$ cat config.mk
export PLATFORM = sky130hd
export DESIGN_NAME = msc_fifo
export DESIGN_NICKNAME = d
export VERILOG_FILES = /design/src/msc_fifo.sv
export SDC_FILE = /design/constraint.sdc
export NUM_CORES = 1
export LEC_CHECK = 0
export BUFFER_PORTS_ARGS = -buffer_cell sky130_fd_sc_hd__clkbuf_2
export CAP_MARGIN = 15
export CORE_ASPECT_RATIO = 2
export CORE_UTILIZATION = 40
export DETAILED_ROUTE_END_ITERATION = 8
export PLACE_DENSITY_LB_ADDON = 0.3
export SYNTH_ARGS = -nofsm -noshare
export SYNTH_HDL_FRONTEND = slang
export SYNTH_SLANG_ARGS = --single-unit
$ cat constraint.sdc
create_clock -name clk -period 4 [get_ports clk]
set_clock_uncertainty 0.2 [all_clocks]
set_input_delay 0 -clock clk [delete_from_list [all_inputs] [get_ports clk]]
set_output_delay 0 -clock clk [all_outputs]
set_load 0.03 [all_outputs]
$ cat src/msc_fifo.sv
`timescale 1ns/1ps
module msc_fifo #(
   parameter int WIDTH = 8,
   parameter int DEPTH = 16
) (
   input  wire logic             clk,
   input  wire logic             resetn,
   input  wire logic             in_valid,
   input  wire logic [WIDTH-1:0] in_data,
   output logic                  in_ready,
   output logic                  out_valid,
   output logic [WIDTH-1:0]      out_data,
   input  wire logic             out_ready
);
   localparam int AW = $clog2(DEPTH);
   localparam int CW = $clog2(DEPTH + 1);
   localparam logic [CW-1:0] FULL = CW'(DEPTH);
   localparam logic [AW-1:0] LAST = AW'(DEPTH - 1);

   logic [WIDTH-1:0] mem [DEPTH];
   logic [AW-1:0]    wr_q;
   logic [AW-1:0]    rd_q;
   logic [CW-1:0]    count_q;
   logic [CW-1:0]    count_d;
   logic             ready_q;
   logic             push;
   logic             pop;

   // ***********************************************************
   // Handshakes and occupancy
   // ***********************************************************
   assign push      = in_valid & ready_q;
   assign pop       = out_valid & out_ready;
   assign out_valid = count_q != '0;
   assign out_data  = mem[rd_q];
   assign in_ready  = ready_q;
   assign count_d   = count_q + CW'(push) - CW'(pop);

   // Storage has no reset; only the pointers matter
   always_ff @(posedge clk) begin
      if (push) begin
         mem[wr_q] <= in_data;
      end
   end

   // Ready is registered so the source sees a clean level
   always_ff @(posedge clk or negedge resetn) begin
      if (!resetn) begin
         wr_q    <= '0;
         rd_q    <= '0;
         count_q <= '0;
         ready_q <= 1'b0;
      end else begin
         wr_q    <= push ? ((wr_q == LAST) ? '0 : wr_q + AW'(1)) : wr_q;
         rd_q    <= pop ? ((rd_q == LAST) ? '0 : rd_q + AW'(1)) : rd_q;
         count_q <= count_d;
         ready_q <= count_d != FULL;
      end
   end

endmodule : msc_fifo

; Word level (Yosys, flattened, before mapping)
; Memory sizes are Yosys's and may differ from the RTL's.
; Cells that the tools add are included.
; Widths: inputs -> output; s select.
[classes]
add_sub_neg = 4
eq_ne = 3
muxes = 4
n_bitwise = 2
n_reduce_logical = 1
[ops]
columns = op, count
row1 = $add 4x1->4 const B, 2
row2 = $eq 4x4->1 const B, 2
row3 = $mux 4, 2
row4 = $add 5x1->5, 1
row5 = $ne 5x5->1 const B, 1
row6 = $reduce_bool 5->1, 1
row7 = $sub 5x1->5, 1
row8 = $and 1x1->1, 2
row9 = $mux 1, 2
[word_totals]
register_bits = 14
ram_bits = 128
elab_cells = 19
memories = 1
[memory_table]
columns = name, depth, width, read_ports, rd_ports_with_merged_regs, wr, line
row1 = mem, 16, 8, 1, 0, 1, 20  ; logic [WIDTH-1:0] mem [DEPTH];

; Depth between registers and ports, before layout
; Gate-level depths: netlist of run 1.
[depth]
word_depth = 4
ltp_mapped = 14
depth_no_buf = 13

; Worst setup path after synthesis of run 1
; OpenSTA, ideal clock, no wires.
[synth_path]
path_type = reg-to-reg
from = reg count_q[3]
to = reg ready_q, in the netlist in_ready
setup_ns = 0.138
arrival_ns = 3.128
required_ns = 3.662
setup_slack_ns = 0.533
path_stages_with_launch = 15
cell_sequence = dfrtp_1 > inv_1 > ha_1 > or4b_4 > and2_4 > buf_6 > ha_1 > inv_1 > ha_1 > inv_1 > fa_1 > nand2b_1 > a21oi_1 > nor3_1 > or4_1
[synth_between]
elab_chain_len = 4
elab_cells_between_ends = 5
classes_between = 2 x add/sub / 1 x eq/ne / 1 x bitwise / 1 x reduce/logical
[synth_lines]
columns = element, line
row1 = start: declaration, 23  ; logic [CW-1:0] count_q;
row2 = start signal: assignment, 56  ; count_q <= count_d;
row3 = $reduce_bool 5->1, 34  ; assign out_valid = count_q != '0;
row4 = net out_valid, 11  ; output logic out_valid,
row5 = $and 1x1->1, 33  ; assign pop = out_valid & out_ready;
row6 = net pop, 27  ; logic pop;
row7 = $sub 5x1->5, 37  ; assign count_d = count_q + CW'(push) - CW'(pop);
row8 = $ne 5x5->1, 57  ; ready_q <= count_d != FULL;
row9 = end signal: assignment, 52  ; ready_q <= 1'b0;
row10 = end signal: assignment, 57
row11 = end: declaration, 25  ; logic ready_q;
; The timed path passes the listed nets, and every way through them passes these cells.
; A chain may end at the register's enable or synchronous reset.

; Worst setup path after layout of run 1
[layout_path]
from = reg count_q[3]
to = reg ready_q, in the netlist in_ready
[layout_between]
elab_chain_len = 4
elab_cells_between_ends = 5
classes_between = 2 x add/sub / 1 x eq/ne / 1 x bitwise / 1 x reduce/logical
[layout_lines]
columns = element, line
row1 = "parallel branches: the longest is 2 deep, another holds $add 5x1->5", --
row2 = $sub 5x1->5 *, 37
row3 = $ne 5x5->1 *, 57
; Mark *: on every way between the ends.

==> flow_summary.yaml, run 1 <==
outcome:
  outcome: "complete, no violations"
cells_and_area:
  num-nets-final: 373
  syn2layout_area_growth_pct: 17.69
  multi_input_area_um2: 1494
  diodes: 0
  fillers: 1218
  post_route_cells_drive_above_1_share: 0.2376
  regArea_um2: 4197
die:
  rows: 62
  start_util: 0.4067
  die_height_um: 172.4
  fp.coreArea_um2: 14270
  io_pins: 22
  die_w_um: 87.19
  dieArea_um2: 15030
logic_synthesis:
  yosys-top-cells-count: "128 x edfxtp_1, 24 x mux2i_1, 24 x mux4_2"
  syn_inst: 308
  syn_area_um2: 5806
  yosysMostFrequentCell: "edfxtp_1"
  synth.distinct_cells: 39
  synth_area_leaders: "edfxtp_1 66%, mux4_2 9.3%, dfrtp_1 6.0%"
  synthFlopType: "edfxtp_1"
  syn_area_per_cell_um2: 18.85
  async_flop_share: 0.09859
  yosys_warnings: 0
  ys_seq_elements: 142
  synth_top_cell_by_area: "edfxtp_1"
  synth_nets: 332
  synth_top_area_frac: 0.6621
  seq_area_frac_synth: 0.7224
  synth_edf_count: 128
placed_design:
  post-dp-hpwl_mm: 7.921
  io_buffers: 21
  finalWeightedCongestion: 0.7161
sta:
  rsz0062_at_grt: "false"
  slew_viol_final: 0
  relSlewSlack: 0.3924
  worstMarginPinSlew_ns: 0.9114
  max_freq_ghz: 0.2863
  fin_tns_setup_ns: 0
  finalHoldViolations: 0
  setup_viol: 0
  post-route-min-period_ns: 3.492
  finalCritPeriodShare: 0.8731
route:
  drt_wl_total_mm: 11.45
  antenna_left: 0
  wl_per_cell_um: 20.67
  num_vias: 2909
  drt_first_pass_iters: 4
  drtIter0Drc: 167
  via_per_inst: 5.251
  drc_errors: 0
pwr:
  vdd_drop_max_mv: 0.4168
  p_leak_uw: 0.002395
  total_power_uw: 5211
  cellPowerDensity_nw_per_um2: 762.6
critical_path:
  critPathLaunchType: "flip-flop"
  crit_type: "reg -> reg"
  cp.required_ns: 4.09
  arrival_ns: 3.58
  crit_fanout: 4
  cp-end-kind: "flip-flop"
clocking:
  h-tree-depth: 4
  ctsHoldBuffers: 12
  clock_path_buffers: 2
  clk_latency_ns: 0.42
  clk_pin_slew_ns: 0.06
  tritoncts: "yes"
  clockRootBuffer: "clkbuf_16"
  cts_sinks: 142
  cts_setup_buffers: 0
  numCtsBuffers: 17
  ctsResizeCount: 0
global_route:
  grt_pass1_vias: 3001
  grt_pass1_wl_mm: 17.44
  grt_use_total: 0.1704
  gr-total-overflow: 0
  antenna_found_initial: 0
  grt_max_degree: 34
hold_path:
  hold_class: "in -> reg"
run:
  maxCapViolCount: 0
area by class of cell:
class                           instances  area share
Clock buffer                           20     0.07325
Timing Repair Buffer                   35     0.03699
Tap cell                              192     0.03516
Sequential cell                       142      0.6142
Inverter                               11    0.006043
Multi-Input combinational cell        142      0.2186
Clock inverter                         12     0.01575
metal layers:
| layer | GRT usage | vias to the layer above | routed length (um) |
|---|---|---|---|
| met2 | 0.3040 | 77 | 6408 |
| met4 | 0.08981 | 0 | 365 |
| met5 | 0 | - | 0 |
| met1 | 0.1812 | 1478 | 4297 |
| li1 | - | 1330 | - |
| met3 | 0.04439 | 24 | 379 |
worst paths after layout:
path                                      start                    to  cells after the start  slack, ns
setup reg to reg           count_q[3]$_DFF_PN0_    in_ready$_DFF_PN0_                     13       0.51
setup / recovery           count_q[3]$_DFF_PN0_    in_ready$_DFF_PN0_                     13       0.51
hold reg to reg            count_q[0]$_DFF_PN0_  count_q[0]$_DFF_PN0_                      1       0.36
min in group asynchronous                resetn  count_q[0]$_DFF_PN0_                      3       0.46
max in group asynchronous                resetn   rd_q[0]$_DFFE_PN0P_                      3       2.68
hold / removal                        out_ready   rd_q[3]$_DFFE_PN0P_                      4       0.24
worst max-delay path: stages (launching register included):
cell and delay [ns]:
dfrtp_1 0.39, inv_1 0.09, ha_1 0.15, or4b_4 0.47, and2_4 0.20, ha_1 0.28, inv_1 0.06, ha_1 0.15
inv_1 0.05, fa_1 0.38, nand2b_1 0.16, a21oi_1 0.20, nor3_1 0.08, or4_1 0.50
power breakdown:
part           total [uW]  internal, uW  leakage, uW  switching [uW]
registers            2050          1840      0.00132             219
logic                1580           680     0.000775             904
clock network        1570           929     0.000303             644
registers in the layout, indices dropped and copies added, names as in the netlist:
register / cells
wr_q: 4
mem: 128
count_q: 5
in_ready: 1
rd_q: 4
cells in the final DEF (no fill, tap or decap), types with 8 or more instances in the layout:
cell	n
clkbuf_2	21
clkbuf_16	20
dlygate4sd3_1	12
ha_1	11
a32oi_1	8
mux2i_1	24
edfxtp_1	128
a22oi_1	8
o21ai_0	10
inv_1	11
and2_1	13
dfrtp_1	12
mux4_2	24
stage by stage:
step                cells  area, um2  utilization  hold WS, ns  setup slack (ns)
finish                554       6833       0.4787       0.2430            0.5076
floorplan             308       5806            -      -0.4956            0.5333
CTS                   554       6833       0.4787       0.2094            0.4839
global placement      510       6105       0.4277      -0.2705            0.6070
detailed placement    510       6105       0.4277      -0.2707            0.4911
global route          554       6833       0.4787       0.2470            0.2815
cell families after synthesis:
logic type | count (synthesis) | synth area share
multiplexers | 51 | 0.1416
AND/OR/NAND/NOR | 38 | 0.03880
adder cells (fa/ha/maj) | 12 | 0.02715
flip-flops | 142 | 0.7224
AO/OA/AOI/OAI | 36 | 0.04224
XOR/XNOR | 5 | 0.007543
buffers and inverters | 24 | 0.02025
(Power assumes the default switching activity.)
==> inputs of run 2 (changes only) <==
Settings changed: CORE_UTILIZATION 40 to 61, GPL_ROUTABILITY_DRIVEN set to 0.
==> run 2 against run 1 <==
Effect of this change: global-route usage up 7.9 points; critical path type unchanged; the flow now finishes with violations (design-rule violations); final cell count shrank 16%; register-to-register slack gained 0.04 ns.
==> flow_summary.yaml, run 2 (synthesized netlist as in run 1, its figures left out) <==
route:
  wl_met2_mm: 6.320
  drtIter0Drc: 225
  met3_length_um: 549
  drt_wl_total_mm: 11.33
  via_per_inst: 6.327
  wl_per_cell_um: 24.37
  maxUsedRoutingLayer: "met4"
  antenna_left: 0
  drt_first_pass_iters: 6
  num_vias: 2942
  met1Wirelength_mm: 3.963
  drc_errors: 2
critical_path:
  arrival_ns: 3.54
  path_buf_inv: 3
  reg2reg_depth: 13
  cp-end-kind: "flip-flop"
  r2r_start: "count_q[3]$_DFF_PN0_"
  critPathLaunchType: "flip-flop"
  crit_type: "reg -> reg"
  crit_family: "simple AND/OR/NAND/NOR gates"
  crit_chain: "inv_1 -> ha_1 -> or4b_4 -> and2_4 -> ha_1 -> inv_1 -> ha_1 -> inv_1 -> fa_1 -> nand2b_1 -> a21oi_1 -> nor3_1 -> or4_1"
  critPathSlowestCell: "or4_1"
  cp.depth: 13
  cp-endpoint: "in_ready$_DFF_PN0_"
  crit_fanout: 4
  startpoint: "count_q[3]$_DFF_PN0_"
  cp.required_ns: 4.08
  slowest_delay_ns: 0.49
  rr_endpoint: "in_ready$_DFF_PN0_"
  r2r_setup_slack_ns: 0.54
sta:
  post-route-min-period_ns: 3.455
  relSlewSlack: 0.2947
  rsz0062_at_grt: "false"
  setup_viol: 0
  finalCritPeriodShare: 0.8638
  whs_ns: 0.2444
  finalHoldViolations: 0
  fin_tns_setup_ns: 0
  worstMarginPinSlew_ns: 1.058
  slew_viol_final: 0
  max_freq_ghz: 0.2894
cells_and_area:
  largest_reg_flops: 128
  syn2layout_area_growth_pct: 15.19
  top_register: "mem"
  final_cell_mix: "128 x edfxtp_1, 24 x mux4_2, 24 x mux2i_1"
  layout.cells.non_filler: 465
  diodes: 0
  post_route_cells_drive_above_1_share: 0.2133
  multi_input_area_um2: 1494
  biggestRegsByFlops: "mem: 128 flops, count_q: 5 flops"
  final_common_cell: "edfxtp_1"
  fillers: 536
  final_area_um2: 6688
  regArea_um2: 4197
  num-nets-final: 373
global_route:
  grt_pass1_wl_mm: 17.23
  grt_use_total: 0.2498
  grt_pass1_vias: 3243
  gr-total-overflow: 0
  antenna_found_initial: 0
  grt_max_degree: 40
pwr:
  seqPwrFrac: 0.406
  p_leak_uw: 0.002372
  p_int_uw: 3536
  total_switching_power_uw: 1671
  vdd_drop_max_mv: 0.5794
  power_frac_comb: 0.289
  cellPowerDensity_nw_per_um2: 778.7
  clock_power_share: 0.305
  p_sw_frac: 0.3209
die:
  die_height_um: 140.0
  fp.coreArea_um2: 9321
  start_util: 0.6228
  rows: 50
  die_w_um: 70.99
  dieArea_um2: 9935
  io_pins: 22
placed_design:
  placed_cells: 422
  post-dp-hpwl_mm: 7.185
  place_area_um2: 5982
  io_buffers: 21
clocking:
  clk_pin_slew_ns: 0.06
  cts_sinks: 142
  ctsResizeCount: 0
  tritoncts: "yes"
  clk_latency_ns: 0.41
  numCtsBuffers: 17
  clock_path_buffers: 2
  clockRootBuffer: "clkbuf_16"
  h-tree-depth: 4
run:
  maxCapViolCount: 0
outcome:
  violations: "design-rule violations"
  outcome: "finished, violations left"
hold_path:
  hold_path_depth: 4
  hold_class: "in -> reg"
-- run 2: cell types whose count changed in the layout (fill, tap and decap cells not counted), sizes merged --
| cell | delta |
|---|---|
| bufinv | +4 |
| clkinv | +4 |
| inv | -10 |
| clkbuf | +1 |
-- run 2: what timing repair did --
| action | in CTS | in global routing |
|---|---|---|
| setup endpoints to repair | 0 | 0 |
| hold buffers | 12 | 0 |
| buffers inserted | 0 | 0 |
| endpoints found under the hold margin | 150 | 0 |
-- run 2: cell type report --
| type | count | share of cell area |
|---|---|---|
| Timing Repair Buffer | 35 | 0.03592 |
| Sequential cell | 142 | 0.6275 |
| Multi-Input combinational cell | 142 | 0.2234 |
| Clock inverter | 10 | 0.02170 |
| Tap cell | 104 | 0.01946 |
| Inverter | 11 | 0.006174 |
| Clock buffer | 21 | 0.06586 |
-- run 2: worst min path at each step --
stage                   start              endpoint  slack, ns
finish               in_valid   wr_q[2]$_DFFE_PN0P_       0.24
global route         in_valid   wr_q[2]$_DFFE_PN0P_       0.29
CTS                 out_ready   rd_q[3]$_DFFE_PN0P_       0.24
detailed placement     resetn  count_q[2]$_DFF_PN0_      -0.27
global placement       resetn  count_q[0]$_DFF_PN0_      -0.28
floorplan              resetn  count_q[0]$_DFF_PN0_      -0.50
-- run 2: worst reg2reg max path, delay by kind of cell, from the launching register on --
family	cells	cell delay (ns)
simple gates	5	1.41
flops	1	0.39
buf+inv	3	0.19
fa+ha+maj	4	0.95
compound gates	1	0.19
-- run 2: power by group through the flow --
stage / sequential (uW) / clock [uW] / combinational (uW)
after global routing: 2150 / 1660 / 1630
after global placement: 2120 / 0 / 1460
after detailed placement: 2140 / 0 / 1500
final: 2110 / 1590 / 1510
after floorplan: 1950 / 0 / 1260
after CTS: 2120 / 1600 / 1530
-- run 2: metal layers --
metal / track usage / vias to the layer above
li1: - / 1320
met1: 0.2734 / 1473
met2: 0.4266 / 110
met3: 0.06115 / 39
met4: 0.1611 / 0
met5: 0 / -
-- run 2: stage by stage --
| step | total power [uW] | util | worst slack (ns) |
|---|---|---|---|
| global placement | 3584 | 0.6417 | 0.6229 |
| global route | 5440 | 0.7175 | 0.3836 |
| floorplan | 3210 | - | 0.5333 |
| detailed placement | 3641 | 0.6417 | 0.5606 |
| CTS | 5254 | 0.7175 | 0.5203 |
| finish | 5207 | 0.7175 | 0.5448 |
==> inputs of run 3 (changes only) <==
Settings changed: PLACE_DENSITY set to 0.79, PLACE_DENSITY_LB_ADDON 0.3 to not set.
==> run 3 against run 2 <==
Effect of this change: the run still ends with design-rule violations left; maximum frequency decreased by 1.9%; final cell count increased by 0.22%; cell area about the same; via count increased by 1.3%; register-to-register slack got worse by 0.07 ns; non-clock buffer count unchanged; power decreased by 0.66%; critical endpoint unchanged.
==> flow_summary.yaml, run 3 (synthesized netlist as in run 1, its figures left out) <==
pwr:
  cellPowerDensity_nw_per_um2: 774.1
  p_leak_uw: 0.002361
  vdd_drop_max_mv: 0.5554
  total_power_uw: 5173
cells_and_area:
  postLayoutCoreUtil: 0.7169
  layout.cells.non_filler: 466
  largest_reg_flops: 128
  diodes: 0
  post_route_cells_drive_above_1_share: 0.2265
  top_register: "mem"
  syn2layout_area_growth_pct: 15.11
  final_common_cell: "edfxtp_1"
  fillers: 573
  biggestRegsByFlops: "mem: 128 flops, count_q: 5 flops"
  final_cell_mix: "128 x edfxtp_1, 24 x mux4_2, 24 x mux2i_1"
  num-nets-final: 373
die:
  rows: 50
  start_util: 0.6228
  io_pins: 22
  fp.coreArea_um2: 9321
  die_w_um: 70.99
  die_height_um: 140.0
  dieArea_um2: 9935
global_route:
  grt_max_degree: 30
  grt_pass1_vias: 3221
  gr-total-overflow: 0
  grt_pass1_wl_mm: 17.40
  antenna_found_initial: 0
  grt_use_total: 0.2523
sta:
  finalCritPeriodShare: 0.8801
  post-route-min-period_ns: 3.520
  slew_viol_final: 0
  fin_tns_setup_ns: 0
  rsz0062_at_grt: "false"
  max_freq_ghz: 0.2841
  finalHoldViolations: 0
  relSlewSlack: 0.4245
  setup_viol: 0
  worstMarginPinSlew_ns: 0.8633
clocking:
  h-tree-depth: 4
  clk_pin_slew_ns: 0.06
  ctsResizeCount: 0
  numCtsBuffers: 17
  tritoncts: "yes"
  clock_path_buffers: 2
  clk_latency_ns: 0.41
  cts_sinks: 142
  clockRootBuffer: "clkbuf_16"
route:
  drtIter0Drc: 246
  antenna_left: 0
  drc_errors: 2
  num_vias: 2980
  via_per_inst: 6.395
  drt_wl_total_mm: 11.37
  wl_per_cell_um: 24.39
  drt_first_pass_iters: 6
critical_path:
  cp.required_ns: 4.07
  critPathLaunchType: "flip-flop"
  reg2reg_depth: 13
  r2r_setup_slack_ns: 0.48
  rr_endpoint: "in_ready$_DFF_PN0_"
  crit_fanout: 4
  arrival_ns: 3.60
  startpoint: "count_q[2]$_DFF_PN0_"
  cp-end-kind: "flip-flop"
  r2r_start: "count_q[2]$_DFF_PN0_"
  crit_type: "reg -> reg"
hold_path:
  min_to: "wr_q[2]$_DFFE_PN0P_"
  hold_class: "in -> reg"
  hold_path_depth: 4
  hold_start: "in_valid"
placed_design:
  io_buffers: 21
  placed_cells: 422
  post-dp-hpwl_mm: 7.579
run:
  maxCapViolCount: 0
outcome:
  violations: "design-rule violations"
  outcome: "finished, violations left"
-- run 3: cell types whose count changed in the layout (fill, tap and decap cells not counted), sizes merged --
cell      change
clkbuf        -2
bufinv        -1
clkinvlp      +4
-- run 3: per-stage QoR --
stage               cell area (um2)  hold WS, ns  setup WS (ns)
floorplan                      5806      -0.4956         0.5333
global placement               5982      -0.2796         0.6279
detailed placement             5982      -0.2712         0.4755
CTS                            6683       0.2341         0.4617
global route                   6683       0.2841         0.3538
finish                         6683       0.2478         0.4795
-- run 3: metal layers --
metal / track usage / vias up / wire (um)
li1: - / 1331 / -
met1: 0.2713 / 1542 / 4017
met2: 0.4529 / 93 / 6590
met3: 0.05827 / 14 / 500
met4: 0.1316 / 0 / 260
met5: 0 / - / 0
-- run 3: how the worst max path moves through the flow --
stage / cells past startpoint / endpoint / slack, ns
final: 13 / in_ready$_DFF_PN0_ / 0.48
after global routing: 13 / in_ready$_DFF_PN0_ / 0.35
after CTS: 13 / in_ready$_DFF_PN0_ / 0.46
after detailed placement: 13 / in_ready$_DFF_PN0_ / 0.48
after global placement: 13 / in_ready$_DFF_PN0_ / 0.63
after floorplan: 14 / in_ready$_DFF_PN0_ / 0.53
-- run 3: critical path, cell delays in order (launching register included) --
cell	delay, ns
dfrtp_1	0.39
inv_1	0.10
ha_1	0.15
or4b_4	0.47
and2_4	0.20
ha_1	0.27
inv_1	0.06
ha_1	0.15
inv_1	0.06
fa_1	0.38
nand2b_1	0.15
a21oi_1	0.22
nor3_1	0.08
or4_1	0.50
-- run 3: layout make-up --
cell class / instances / area (um2) / area share
clock buffer: 19 / 432.9 / 0.06478
clock inverter: 13 / 147.6 / 0.02209
inverter: 11 / 41.29 / 0.006179
multi-input combinational: 142 / 1494 / 0.2236
sequential: 142 / 4197 / 0.6280
tap: 104 / 130.1 / 0.01947
timing repair buffer: 35 / 240.2 / 0.03595
-- run 3: repair_timing --
item,CTS,global route
hold buffers,12,0
buffers inserted,0,0
endpoints found under the hold margin,150,0
-- run 3: power breakdown --
| part | internal, uW | switching, uW |
|---|---|---|
| Sequential | 1840 | 254 |
| Clock | 970 | 572 |
| Combinational | 670 | 873 |
